<file path="src/design/smi_aggregator_map.svh">
// Purpose: offsets, field positions, reset values for the SMI status/enable block
// Assumes: printed offsets are register indices; byte address is four times the index
// Notes: included by bare name
//
// How it works
// RQ1: Mouse and keyboard bits of status two mirror their sources and clear only at the source.
// RQ2: The keyboard-controller port bit of status two follows its source and clears at the source.
// RQ3: The infrared bit of status two sets on any transition of the selected infrared input.
// RQ4: A read of status two clears the infrared transition bit.
// RQ5: Status three holds pin events at bits 0-2 and 4-7, bit 3 reserved, each cleared by writing one.
// RQ6: Status four holds eight pin events, cleared by writing one, writing zero does nothing.
// RQ7: Status five holds pin events at bits 0-3 and tach events at bits 6-7, cleared by writing one.
// RQ8: Index 15 hex is read-only and always reads zero.
// RQ9: Enable one gates parallel, serial b, serial a, floppy and MIDI interrupts at bits 1-5.
// RQ10: An enable bit admits its status source to the group signal only when it is one.
// RQ11: Enable two gates mouse, keyboard, infrared and port sources at bits 0, 1, 2 and 4.
// RQ12: Enable two bit 5 routes the group signal into the wake logic.
// RQ13: Enable two bit 6 places the group signal on the serial interrupt stream.
// RQ14: Enable two bit 7 drives the group signal out on the dedicated output pin.
// RQ15: All these registers load zero on the standby power-on reset.
// RQ16: The parallel interrupt status reads one while the port is inactive, else follows acknowledge.
// RQ17: The active-low group signal asserts while any status bit and its enable are both one.
`ifndef SMI_AGGREGATOR_MAP_SVH
`define SMI_AGGREGATOR_MAP_SVH

// ----------------------------------------
// Register indices
// ----------------------------------------
`define IDX_STATUS_TWO 6'h11
`define IDX_STATUS_THREE 6'h12
`define IDX_STATUS_FOUR 6'h13
`define IDX_STATUS_FIVE 6'h14
`define IDX_RESERVED_GAP 6'h15
`define IDX_ENABLE_ONE 6'h16
`define IDX_ENABLE_TWO 6'h17
`define IDX_IRQ_STATUS 6'h20
`define IDX_IRQ_MASK 6'h21

// ----------------------------------------
// Fields and reset values
// ----------------------------------------
`define BIT_MOUSE 0
`define BIT_KEYBOARD 1
`define BIT_INFRARED 2
`define BIT_KBC_PORT 4
`define BIT_TO_WAKE 5
`define BIT_TO_SERIAL 6
`define BIT_TO_PIN 7
`define MASK_STATUS_TWO 8'h17
`define MASK_STATUS_THREE 8'hF7
`define MASK_STATUS_FIVE 8'hCF
`define MASK_ENABLE_ONE 8'h3E
`define MASK_GROUP_TWO 8'h17
`define MASK_IRQ 8'h03
`define RESET_ZERO 8'h00

`endif

</file>
<file path="src/design/smi_aggregator_pkg.sv">
// Purpose: shared types for the SMI status/enable block
// Assumes: nothing
// Notes: constants live in the map header
package smi_aggregator_pkg;
    typedef logic [7:0] byte_reg_t;
    typedef logic [1:0] axi_resp_t;
endpackage : smi_aggregator_pkg

</file>
<file path="src/design/smi_status_enable_aggregator.sv">
// Purpose: SMI status and enable registers with group SMI routing, AXI4-Lite slave
// Assumes: rst_i is the standby power-on reset; config inputs are on clk_i
// Notes: byte address = 4 * register index; data in low byte
//
// Implementation choice: register access over AXI4-Lite.
`timescale 1ns/1ps
`include "smi_aggregator_map.svh"

module smi_status_enable_aggregator (
    input wire logic clk_i,
    input wire logic rst_i,
    // AXI4-Lite slave
    input wire logic [7:0] s_axi_awaddr_i,
    input wire logic s_axi_awvalid_i,
    output logic s_axi_awready_o,
    input wire logic [31:0] s_axi_wdata_i,
    input wire logic [3:0] s_axi_wstrb_i,
    input wire logic s_axi_wvalid_i,
    output logic s_axi_wready_o,
    output logic [1:0] s_axi_bresp_o,
    output logic s_axi_bvalid_o,
    input wire logic s_axi_bready_i,
    input wire logic [7:0] s_axi_araddr_i,
    input wire logic s_axi_arvalid_i,
    output logic s_axi_arready_o,
    output logic [31:0] s_axi_rdata_o,
    output logic [1:0] s_axi_rresp_o,
    output logic s_axi_rvalid_o,
    input wire logic s_axi_rready_i,
    // Interrupt sources from pins and neighbouring blocks
    input wire logic mouse_irq_i,
    input wire logic keyboard_irq_i,
    input wire logic kbc_port_line_i,
    input wire logic infrared_receive_a_i,
    input wire logic infrared_receive_b_i,
    input wire logic infrared_select_b_i,
    input wire logic parallel_active_i,
    input wire logic printer_acknowledge_i,
    input wire logic serial_b_irq_i,
    input wire logic serial_a_irq_i,
    input wire logic floppy_irq_i,
    input wire logic midi_irq_i,
    input wire logic [6:0] pin_events_three_i,
    input wire logic [7:0] pin_events_four_i,
    input wire logic [3:0] pin_events_five_i,
    input wire logic fan_speed_input_one_i,
    input wire logic fan_speed_input_two_i,
    // Outputs
    output logic group_mgmt_interrupt_n_o,
    output logic mgmt_interrupt_pin_n_o,
    output logic serial_irq_smi_o,
    output logic wake_smi_o,
    output logic irq_o
);

    localparam int SYNC_W = 31;
    localparam smi_aggregator_pkg::axi_resp_t RESP_OKAY = 2'b00;
    localparam smi_aggregator_pkg::axi_resp_t RESP_SLVERR = 2'b10;

    // ----------------------------------------
    // Input synchronisers
    // ----------------------------------------
    logic [SYNC_W-1:0] raw_in;
    logic [SYNC_W-1:0] sync_a_reg;
    logic [SYNC_W-1:0] sync_b_reg;
    logic [SYNC_W-1:0] sync_prev_reg;

    // Pins are asynchronous; only stage b and later are looked at
    assign raw_in = {fan_speed_input_two_i, fan_speed_input_one_i, pin_events_five_i,
                     pin_events_four_i, pin_events_three_i, midi_irq_i, floppy_irq_i,
                     serial_a_irq_i, serial_b_irq_i, printer_acknowledge_i,
                     infrared_receive_b_i, infrared_receive_a_i, kbc_port_line_i,
                     keyboard_irq_i, mouse_irq_i};

    always_ff @(posedge clk_i or posedge rst_i) begin
        if (rst_i) begin
            sync_a_reg <= '0;
            sync_b_reg <= '0;
            sync_prev_reg <= '0;
        end else begin
            sync_a_reg <= raw_in;
            sync_b_reg <= sync_a_reg;
            sync_prev_reg <= sync_b_reg;
        end
    end

    // Named views of the synchronised sources
    wire mouse_s = sync_b_reg[0];
    wire keyboard_s = sync_b_reg[1];
    wire kbc_port_s = sync_b_reg[2];
    wire ack_s = sync_b_reg[5];
    wire [3:0] legacy_irq_s = sync_b_reg[9:6];
    wire [SYNC_W-1:0] rise = sync_b_reg & ~sync_prev_reg;

    // Infrared edge taken after the receive mux, either direction
    wire ir_now = infrared_select_b_i ? sync_b_reg[4] : sync_b_reg[3];
    wire ir_prev = infrared_select_b_i ? sync_prev_reg[4] : sync_prev_reg[3];
    wire ir_edge = ir_now ^ ir_prev; // [RQ3]

    // Pin and tach events land in their register positions
    wire [7:0] set_three = {rise[16:13], 1'b0, rise[12:10]} & `MASK_STATUS_THREE; // [RQ5]
    wire [7:0] set_four = rise[24:17]; // [RQ6]
    wire [7:0] set_five = {rise[30:29], 2'b00, rise[28:25]} & `MASK_STATUS_FIVE; // [RQ7]

    // ----------------------------------------
    // Registers
    // ----------------------------------------
    smi_aggregator_pkg::byte_reg_t infra_reg;
    smi_aggregator_pkg::byte_reg_t status_three_reg;
    smi_aggregator_pkg::byte_reg_t status_four_reg;
    smi_aggregator_pkg::byte_reg_t status_five_reg;
    smi_aggregator_pkg::byte_reg_t enable_one_reg;
    smi_aggregator_pkg::byte_reg_t enable_two_reg;
    smi_aggregator_pkg::byte_reg_t irq_status_reg;
    smi_aggregator_pkg::byte_reg_t irq_mask_reg;
    logic group_reg;

    // Parallel status: forced high while the port is off
    wire parallel_status = parallel_active_i ? ack_s : 1'b1; // [RQ16]
    wire [7:0] status_one = {2'b00, legacy_irq_s[3], legacy_irq_s[2], legacy_irq_s[1],
                             legacy_irq_s[0], parallel_status, 1'b0};

    // Mirror bits are live, cleared only at their source
    wire [7:0] status_two = {3'b000, kbc_port_s, 1'b0, infra_reg[0], keyboard_s,
                             mouse_s}; // [RQ1] [RQ2]

    // Group request: any status bit with its enable set
    wire hit_one = |(status_one & enable_one_reg & `MASK_ENABLE_ONE); // [RQ9] [RQ10]
    wire hit_two = |(status_two & enable_two_reg & `MASK_GROUP_TWO); // [RQ11] [RQ10]
    wire group_next = hit_one | hit_two; // [RQ17]

    // ----------------------------------------
    // AXI4-Lite write path
    // ----------------------------------------
    logic aw_held_reg;
    logic w_held_reg;
    logic [5:0] aw_idx_reg;
    logic [7:0] w_data_reg;
    logic w_lane_reg;
    logic bvalid_reg;
    smi_aggregator_pkg::axi_resp_t bresp_reg;

    // Address and data taken in either order, one write in flight
    assign s_axi_awready_o = ~aw_held_reg & ~bvalid_reg;
    assign s_axi_wready_o = ~w_held_reg & ~bvalid_reg;
    wire aw_fire = s_axi_awvalid_i & s_axi_awready_o;
    wire w_fire = s_axi_wvalid_i & s_axi_wready_o;
    wire wr_go = aw_held_reg & w_held_reg;
    wire wr_lane = wr_go & w_lane_reg;

    // Write decode
    wire wr_three = wr_lane & (aw_idx_reg == `IDX_STATUS_THREE);
    wire wr_four = wr_lane & (aw_idx_reg == `IDX_STATUS_FOUR);
    wire wr_five = wr_lane & (aw_idx_reg == `IDX_STATUS_FIVE);
    wire wr_en_one = wr_lane & (aw_idx_reg == `IDX_ENABLE_ONE);
    wire wr_en_two = wr_lane & (aw_idx_reg == `IDX_ENABLE_TWO);
    wire wr_irq_st = wr_lane & (aw_idx_reg == `IDX_IRQ_STATUS);
    wire wr_irq_mk = wr_lane & (aw_idx_reg == `IDX_IRQ_MASK);

    function automatic logic mapped(input logic [5:0] idx);
        mapped = (idx >= `IDX_STATUS_TWO && idx <= `IDX_ENABLE_TWO) ||
                 idx == `IDX_IRQ_STATUS || idx == `IDX_IRQ_MASK;
    endfunction : mapped

    // Write one to clear, a new event in the same cycle wins
    function automatic logic [7:0] w1c(input logic [7:0] cur, input logic [7:0] set,
                                       input logic hit, input logic [7:0] data);
        w1c = (cur & ~(hit ? data : 8'h00)) | set;
    endfunction : w1c

    // Capture halves of a write
    always_ff @(posedge clk_i or posedge rst_i) begin
        if (rst_i) begin
            aw_held_reg <= 1'b0;
            w_held_reg <= 1'b0;
            aw_idx_reg <= 6'h00;
            w_data_reg <= `RESET_ZERO;
            w_lane_reg <= 1'b0;
        end else begin
            if (aw_fire) begin
                aw_held_reg <= 1'b1;
                aw_idx_reg <= s_axi_awaddr_i[7:2];
            end else if (wr_go) begin
                aw_held_reg <= 1'b0;
            end
            if (w_fire) begin
                w_held_reg <= 1'b1;
                w_data_reg <= s_axi_wdata_i[7:0];
                w_lane_reg <= s_axi_wstrb_i[0];
            end else if (wr_go) begin
                w_held_reg <= 1'b0;
            end
        end
    end

    // Write response
    always_ff @(posedge clk_i or posedge rst_i) begin
        if (rst_i) begin
            bvalid_reg <= 1'b0;
            bresp_reg <= RESP_OKAY;
        end else if (wr_go) begin
            bvalid_reg <= 1'b1;
            bresp_reg <= mapped(aw_idx_reg) ? RESP_OKAY : RESP_SLVERR;
        end else if (s_axi_bready_i) begin
            bvalid_reg <= 1'b0;
        end
    end

    assign s_axi_bvalid_o = bvalid_reg;
    assign s_axi_bresp_o = bresp_reg;

    // ----------------------------------------
    // AXI4-Lite read path
    // ----------------------------------------
    logic rvalid_reg;
    logic [7:0] rdata_reg;
    smi_aggregator_pkg::axi_resp_t rresp_reg;

    assign s_axi_arready_o = ~rvalid_reg;
    wire ar_fire = s_axi_arvalid_i & s_axi_arready_o;
    wire [5:0] ar_idx = s_axi_araddr_i[7:2];
    // Read side effect on the infrared bit
    wire rd_status_two = ar_fire & (ar_idx == `IDX_STATUS_TWO); // [RQ4]

    // Read mux; gap index and reserved bits read zero
    wire [7:0] rd_mux =
        (ar_idx == `IDX_STATUS_TWO) ? status_two :
        (ar_idx == `IDX_STATUS_THREE) ? status_three_reg :
        (ar_idx == `IDX_STATUS_FOUR) ? status_four_reg :
        (ar_idx == `IDX_STATUS_FIVE) ? status_five_reg :
        (ar_idx == `IDX_RESERVED_GAP) ? `RESET_ZERO : // [RQ8]
        (ar_idx == `IDX_ENABLE_ONE) ? enable_one_reg :
        (ar_idx == `IDX_ENABLE_TWO) ? enable_two_reg :
        (ar_idx == `IDX_IRQ_STATUS) ? irq_status_reg :
        (ar_idx == `IDX_IRQ_MASK) ? irq_mask_reg : `RESET_ZERO;

    always_ff @(posedge clk_i or posedge rst_i) begin
        if (rst_i) begin
            rvalid_reg <= 1'b0;
            rdata_reg <= `RESET_ZERO;
            rresp_reg <= RESP_OKAY;
        end else if (ar_fire) begin
            rvalid_reg <= 1'b1;
            rdata_reg <= rd_mux;
            rresp_reg <= mapped(ar_idx) ? RESP_OKAY : RESP_SLVERR;
        end else if (s_axi_rready_i) begin
            rvalid_reg <= 1'b0;
        end
    end

    assign s_axi_rvalid_o = rvalid_reg;
    assign s_axi_rresp_o = rresp_reg;
    assign s_axi_rdata_o = {24'h0000_00, rdata_reg};

    // ----------------------------------------
    // Status and enable storage
    // ----------------------------------------
    // Register bit 0 holds the sticky infrared edge; edge wins over the read clear
    wire infra_next = ir_edge | (infra_reg[0] & ~rd_status_two); // [RQ3] [RQ4]

    // Own interrupt events: group assertion and any new pin event
    wire [7:0] irq_set = {6'b00_0000, |(set_three | set_four | set_five),
                          group_next & ~group_reg};

    // Every register starts at zero on the standby reset
    always_ff @(posedge clk_i or posedge rst_i) begin
        if (rst_i) begin
            infra_reg <= `RESET_ZERO; // [RQ15]
            status_three_reg <= `RESET_ZERO; // [RQ15]
            status_four_reg <= `RESET_ZERO; // [RQ15]
            status_five_reg <= `RESET_ZERO; // [RQ15]
            enable_one_reg <= `RESET_ZERO; // [RQ15]
            enable_two_reg <= `RESET_ZERO; // [RQ15]
            irq_status_reg <= `RESET_ZERO;
            irq_mask_reg <= `RESET_ZERO;
        end else begin
            infra_reg <= {7'b000_0000, infra_next};
            status_three_reg <= w1c(status_three_reg, set_three, wr_three, w_data_reg); // [RQ5]
            status_four_reg <= w1c(status_four_reg, set_four, wr_four, w_data_reg); // [RQ6]
            status_five_reg <= w1c(status_five_reg, set_five, wr_five, w_data_reg); // [RQ7]
            irq_status_reg <= w1c(irq_status_reg, irq_set, wr_irq_st, w_data_reg);
            if (wr_en_one) begin
                enable_one_reg <= w_data_reg & `MASK_ENABLE_ONE; // [RQ9]
            end
            if (wr_en_two) begin
                enable_two_reg <= w_data_reg & 8'hF7; // [RQ11]
            end
            if (wr_irq_mk) begin
                irq_mask_reg <= w_data_reg & `MASK_IRQ;
            end
        end
    end

    // ----------------------------------------
    // Group signal and its routes
    // ----------------------------------------
    // Registered so outputs are glitch-free despite the OR tree
    always_ff @(posedge clk_i or posedge rst_i) begin
        if (rst_i) begin
            group_reg <= 1'b0;
            group_mgmt_interrupt_n_o <= 1'b1;
            mgmt_interrupt_pin_n_o <= 1'b1;
            serial_irq_smi_o <= 1'b0;
            wake_smi_o <= 1'b0;
        end else begin
            group_reg <= group_next;
            group_mgmt_interrupt_n_o <= ~group_next; // [RQ17]
            mgmt_interrupt_pin_n_o <= ~(group_next & enable_two_reg[`BIT_TO_PIN]); // [RQ14]
            serial_irq_smi_o <= group_next & enable_two_reg[`BIT_TO_SERIAL]; // [RQ13]
            wake_smi_o <= group_next & enable_two_reg[`BIT_TO_WAKE]; // [RQ12]
        end
    end

    // Level interrupt while an unmasked sticky bit stands
    assign irq_o = |(irq_status_reg & irq_mask_reg);

endmodule : smi_status_enable_aggregator

</file>
<file path="config.mk">
export PLATFORM = sky130hd
export DESIGN_NAME = smi_status_enable_aggregator
export DESIGN_NICKNAME = d
export VERILOG_FILES = /design/src/design/smi_aggregator_pkg.sv /design/src/design/smi_status_enable_aggregator.sv
export VERILOG_INCLUDE_DIRS = /design/src /design/src/design
export SDC_FILE = /design/constraint.sdc
export NUM_CORES = 1
export LEC_CHECK = 0
export BUFFER_PORTS_ARGS = -buffer_cell sky130_fd_sc_hd__buf_2
export CAP_MARGIN = 40
export CORE_ASPECT_RATIO = 1.4
export CORE_MARGIN = 2
export CORE_UTILIZATION = 54
export CTS_CLUSTER_DIAMETER = 40
export DETAILED_ROUTE_END_ITERATION = 10
export PLACE_DENSITY = 0.79
export SLEW_MARGIN = 20
export SYNTH_ARGS = -nofsm -noshare
export SYNTH_HDL_FRONTEND = slang
export SYNTH_SLANG_ARGS = --single-unit
</file>
<file path="constraint.sdc">
create_clock -name clk_i -period 6.9 [get_ports clk_i]
set_input_delay 0.69 -clock clk_i [delete_from_list [all_inputs] [get_ports clk_i]]
set_output_delay 0.69 -clock clk_i [all_outputs]
set_load 0.03 [all_outputs]
</file>
## Yosys cells after proc, flatten, opt, wreduce, memory -nomap -nowiden

Index checks and enable logic that the tools add are counted.

- $lt $le $gt $ge: 4
- Equality and inequality tests: 16
- Muxes and demuxes: 25
- Bitwise logic cells: 50
- Reductions and logical operators: 14

Operator list:

| cell | count |
|---|---|
| 2-to-1 mux 8 bit | 12 |
| equality test 6 x 5 -> 1 bit, second input constant | 12 |
| OR 8 bit | 5 |
| bitwise AND 8 bit | 4 |
| NOT 8 bit | 4 |
| bitwise AND 31 bit | 1 |
| NOT 31 bit | 1 |
| equality test 6 bit, second input constant | 4 |
| bitwise AND 1 bit | 20 |
| OR reduction 8 bit | 2 |
| >= comparator 6 x 5 -> 1 bit, second input constant | 2 |
| less-or-equal comparator 6 x 5 -> 1 bit, second input constant | 2 |
| 2-to-1 mux 1 bit | 10 |
| bitwise AND 8 x 2 -> 8 bit | 1 |
| NOT 1 bit | 8 |
| OR 8 x 2 -> 8 bit | 1 |
| nonzero test 2 bit | 4 |
| bitwise AND 6 bit | 1 |
| 2-to-1 mux 2 bit | 3 |
| bitwise AND 5 bit | 1 |
| OR reduction 5 bit | 1 |
| logical OR 1 bit | 4 |
| OR reduction 4 bit | 1 |
| logical AND 1 bit | 2 |
| 2 further kinds | 3 |

- Register bits after elaboration: 176
- Bits of input ports: 92
- Output and inout bits: 46
- Word-level logic and storage cells: 135

## Depth between registers and ports, before layout

- Depth in word-level cells: 10
- Depth in mapped cells: 6
- Depth with buffers taken out: 4

## Worst setup path before layout

OpenSTA, ideal clock, no wires.

- Path kind: register -> register
- From: register bvalid_reg (netlist: s_axi_bvalid_o)
- To: register w_lane_reg
- Library setup time: 125 ps
- Arrival: 1,764 ps
- Required time: 6,775 ps
- Path slack: 5,011 ps
- Cell stages (with the launch flop): 5
- Buffers on the path: 1
- Period minus slack after synthesis: 1,889 ps
- Cell sequence: dfrtp_1 nor2_1 and2_1 clkbuf_1 mux2_2

- Word-level cells in the longest chain between the ends: 3

Ends and longest elaborated chain:

| element | line | text |
|---|---|---|
| start: declaration | smi_status_enable_aggregator.sv:140 | `logic bvalid_reg;` |
| start signal: assignment | smi_status_enable_aggregator.sv:199 | `bvalid_reg <= 1'b0;` |
| start signal: assignment | smi_status_enable_aggregator.sv:202 | `bvalid_reg <= 1'b1;` |
| start signal: assignment | smi_status_enable_aggregator.sv:205 | `bvalid_reg <= 1'b0;` |
| NOT 1 bit | smi_status_enable_aggregator.sv:145 | `assign s_axi_wready_o = ~w_held_reg & ~bvalid_reg;` |
| bitwise AND 1 bit | smi_status_enable_aggregator.sv:145 |  |
| named net s_axi_wready_o | smi_status_enable_aggregator.sv:19 | `output logic s_axi_wready_o,` |
| bitwise AND 1 bit | smi_status_enable_aggregator.sv:147 | `wire w_fire = s_axi_wvalid_i & s_axi_wready_o;` |
| end signal: assignment | smi_status_enable_aggregator.sv:189 | `w_lane_reg <= s_axi_wstrb_i[0];` |
| end: declaration | smi_status_enable_aggregator.sv:139 | `logic w_lane_reg;` |

The timed path passes the listed nets, and every way through them passes these cells.
A chain may end at the register's enable or synchronous reset.

## Worst setup path in the final report

- From: input s_axi_araddr_i[2]
- To: register infra_reg[0]

- Word-level cells in the longest chain between the ends: 5

Ends and longest elaborated chain:

| element | line | text |
|---|---|---|
| start: declaration | smi_status_enable_aggregator.sv:23 | `input wire logic [7:0] s_axi_araddr_i,` |
| equality test 6 x 5 -> 1 bit (no line) | -- |  |
| bitwise AND 1 bit | smi_status_enable_aggregator.sv:223 | `` wire rd_status_two = ar_fire & (ar_idx == `IDX_STATUS_TWO); `` |
| NOT 1 bit | smi_status_enable_aggregator.sv:259 | `wire infra_next = ir_edge \| (infra_reg[0] & ~rd_status_two);` |
| bitwise AND 1 bit | smi_status_enable_aggregator.sv:259 |  |
| OR 1 bit | smi_status_enable_aggregator.sv:259 |  |
| named net infra_next | smi_status_enable_aggregator.sv:259 |  |
| end signal: assignment | smi_status_enable_aggregator.sv:268 | `` infra_reg <= `RESET_ZERO; `` |
| end signal: assignment | smi_status_enable_aggregator.sv:277 | `infra_reg <= {7'b000_0000, infra_next};` |
| end: declaration | smi_status_enable_aggregator.sv:108 | `smi_aggregator_pkg::byte_reg_t infra_reg;` |

The timed path passes the listed nets, and every way through them passes these cells.

==> results.sh <==
export IMPL_dr_pass1_iters=7
export IMPL_setup_worst_path_class="primary input to register"
export IMPL_finalSetupViolations=0
export IMPL_dieArea_um2=12600
export IMPL_maxSlewViolCount=0
export IMPL_yosysUniqueCellTypes=59
export IMPL_die_h_um=132
export IMPL_yosys_warnings=0
export IMPL_io_buffers=80
export IMPL_synth_area_top_cells="dfrtp_1 65%, mux2_2 3.8%, buf_4 3.2%"
export IMPL_fp_coreArea_um2=11300
export IMPL_routedWlPerCell_um=18.1
export IMPL_arrival_ns=2.42
export IMPL_clock_sinks=166
export IMPL_grt_pass1_vias=4306
export IMPL_clk_pin_slew_ns=0.06
export IMPL_dpl_cell_area_um2=6770
export IMPL_placementRows=46
export IMPL_ir_drop_mv=0.178
export IMPL_cp_start_kind="primary input"
export IMPL_clock_path_buffers=2
export IMPL_htreeDepth=4
export IMPL_gp_congestion=0.900
export IMPL_cts_hold_buf=0
export IMPL_fin_setup_tns_ns=0
export IMPL_cts_tree="built"
export IMPL_postRouteAntennaNets=0
export IMPL_hold_ws_ns=0.346
export IMPL_critPathRequiredTime_ns=7.20
export IMPL_yosysMostFrequentCell="dfrtp_1"
export IMPL_syn_inst=492
export IMPL_hold_viol=0
export IMPL_max_freq_mhz=473
export IMPL_ys_async_sr_fraction_pct=100
export IMPL_critPathMaxFanout=24
export IMPL_place_inst=705
export IMPL_synth_seq_cells=166
export IMPL_grt_max_degree=83
export IMPL_fin_skew_ns=0.00643
export IMPL_ys_flop_type="dfrtp_1"
export IMPL_rsz0062_at_grt="no"
export IMPL_drive_gt1_share_pct=26.2
export IMPL_viasPerCell=5.55
export IMPL_p_per_area_nw_per_um2=336
export IMPL_overflow=0
export IMPL_relSlewSlack_pct=51.8
export IMPL_regToRegSetupSlack_ns=4.84
export IMPL_finalWorstPathRequiredPeriod_ns=2.11
export IMPL_yosys_area_top_type="dfrtp_1"
export IMPL_dpl_hpwl_um=9190
export IMPL_antenna_found_initial=0
export IMPL_cap_viol_max_count=0
export IMPL_synth_edff_count=0
export IMPL_rr_worst_depth=4
export IMPL_cts_setup_buffers=0
export IMPL_period_share_pct=30.6
export IMPL_num_nets_final=672
export IMPL_worstMarginPinSlew_ns=0.719
export IMPL_synthTopCellsByCount="164 x dfrtp_1, 46 x nand2_1, 27 x buf_4"
export IMPL_fin_cells=736
export IMPL_syn_to_final_growth_pct=16.2
export IMPL_numCtsBuffers=17
export IMPL_cts_resized_gates=0
export IMPL_wirelength_um=13300
export IMPL_dr_first_iter_drc_count=361
export IMPL_synth_top_area_share_pct=65.1
export IMPL_via_count=4087
export IMPL_cp_end_kind="register"
export IMPL_synth_area_um2=6300
export IMPL_whs_path_depth=0
export IMPL_ios=138
export IMPL_p_total_mw=2.46
export IMPL_p_leak_nw=3.31
export IMPL_avgSynthCellArea_um2=12.8
export IMPL_status="finished clean"
export IMPL_drc=0
export IMPL_grt_pass1_wl_um=21500
export IMPL_grt_use_total_pct=22.7
export IMPL_clk_latency_ns=0.42
export IMPL_yosysSeqAreaShare_pct=65.9
export IMPL_initial_utilization_pct=55.6
export IMPL_min_path_type="register to register"
export IMPL_root_buffer="clkbuf_16"
export IMPL_nFillCells=863
export IMPL_antennaDiodeCount=0
export IMPL_die_x_um=95.3
export IMPL_final_area_um2=7320
final cells by class:
class                   instances  area [um2]  share of cell area (%)
clock buffers                  22         464                    6.34
inverters                      22        87.6                    1.20
repair buffers                 84         448                    6.12
flip-flops and latches        166        4160                    56.7
clock inverters                 9        95.1                    1.30
multi-input cells             289        1890                    25.8
well taps                     144         180                    2.46
worst paths after layout:
path	start	to
max in group asynchronous	rst_i	sync_b_reg[4]
min reg2reg	sync_a_reg[16]	sync_b_reg[16]
min in group asynchronous	rst_i	sync_a_reg[15]
max	s_axi_araddr_i[2]	infra_reg[0]
max reg2reg	aw_idx_reg[1]	irq_status_reg[1]
min	sync_a_reg[16]	sync_b_reg[16]
critical path, stage by stage:
cell and delay [ns]:
buf_2 0.36, nor4b_2 0.40, and2_0 0.52, nand3_1 0.14, a221o_1 0.31
cells by family (layout without fill, tap and decap cells):
kind of cell / count (synthesis) / after routing / share of synthesized area [%]
xor+xnor: 2 / 2 / 0.278
flops: 166 / 166 / 65.9
other cells: 1 / 26 / 0.0595
mux: 21 / 21 / 3.75
simple gates: 141 / 141 / 13.4
compound gates: 99 / 99 / 11.1
buf+inv: 62 / 137 / 5.54
routing by layer:
layer,track usage [%],wire length [um],up-vias
met4,11.8,528,0
met5,0,0,-
met3,4.80,658,43
met1,27.3,5140,2052
met2,37.8,7000,142
li1,-,-,1850
cell usage in the layout (no fill, tap or decap), types with 3 or more instances in the layout:
master / netlist / final
nand2b_1: 24 / 24
a22o_1: 7 / 7
nand4_1: 8 / 8
a32o_1: 3 / 3
buf_2: 6 / 81
nand2_1: 46 / 46
dfrtp_1: 164 / 164
clkbuf_16: 0 / 17
o21ai_1: 11 / 11
nand3_1: 13 / 13
nand3b_1: 7 / 7
nor3_2: 3 / 3
inv_6: 0 / 3
inv_1: 22 / 21
mux2_2: 21 / 21
clkinv_4: 0 / 3
o21ai_0: 24 / 24
a22oi_1: 9 / 9
conb_1: 1 / 26
a21oi_1: 3 / 3
o211ai_1: 5 / 5
clkbuf_1: 6 / 3
and2_1: 4 / 4
a21boi_0: 8 / 8
nor3b_1: 4 / 4
nor2_1: 7 / 7
o21ai_2: 7 / 7
o221ai_1: 4 / 4
and4_1: 3 / 3
nor2b_1: 6 / 6
stage by stage:
stage	utilization, %	setup WS [ns]
final	64.6	4.79
after global routing	64.6	4.64
after CTS	64.6	4.82
after detailed placement	59.7	4.39
after global placement	59.4	4.45
after floorplan	-	1.72
where the power goes:
part,total [mW],switching [mW],internal [mW]
Combinational,0.363,0.231,0.132
Clock,0.896,0.378,0.519
Sequential,1.20,0.121,1.08
Total,2.46,0.730,1.73
Power figures use the tool's default switching activity.
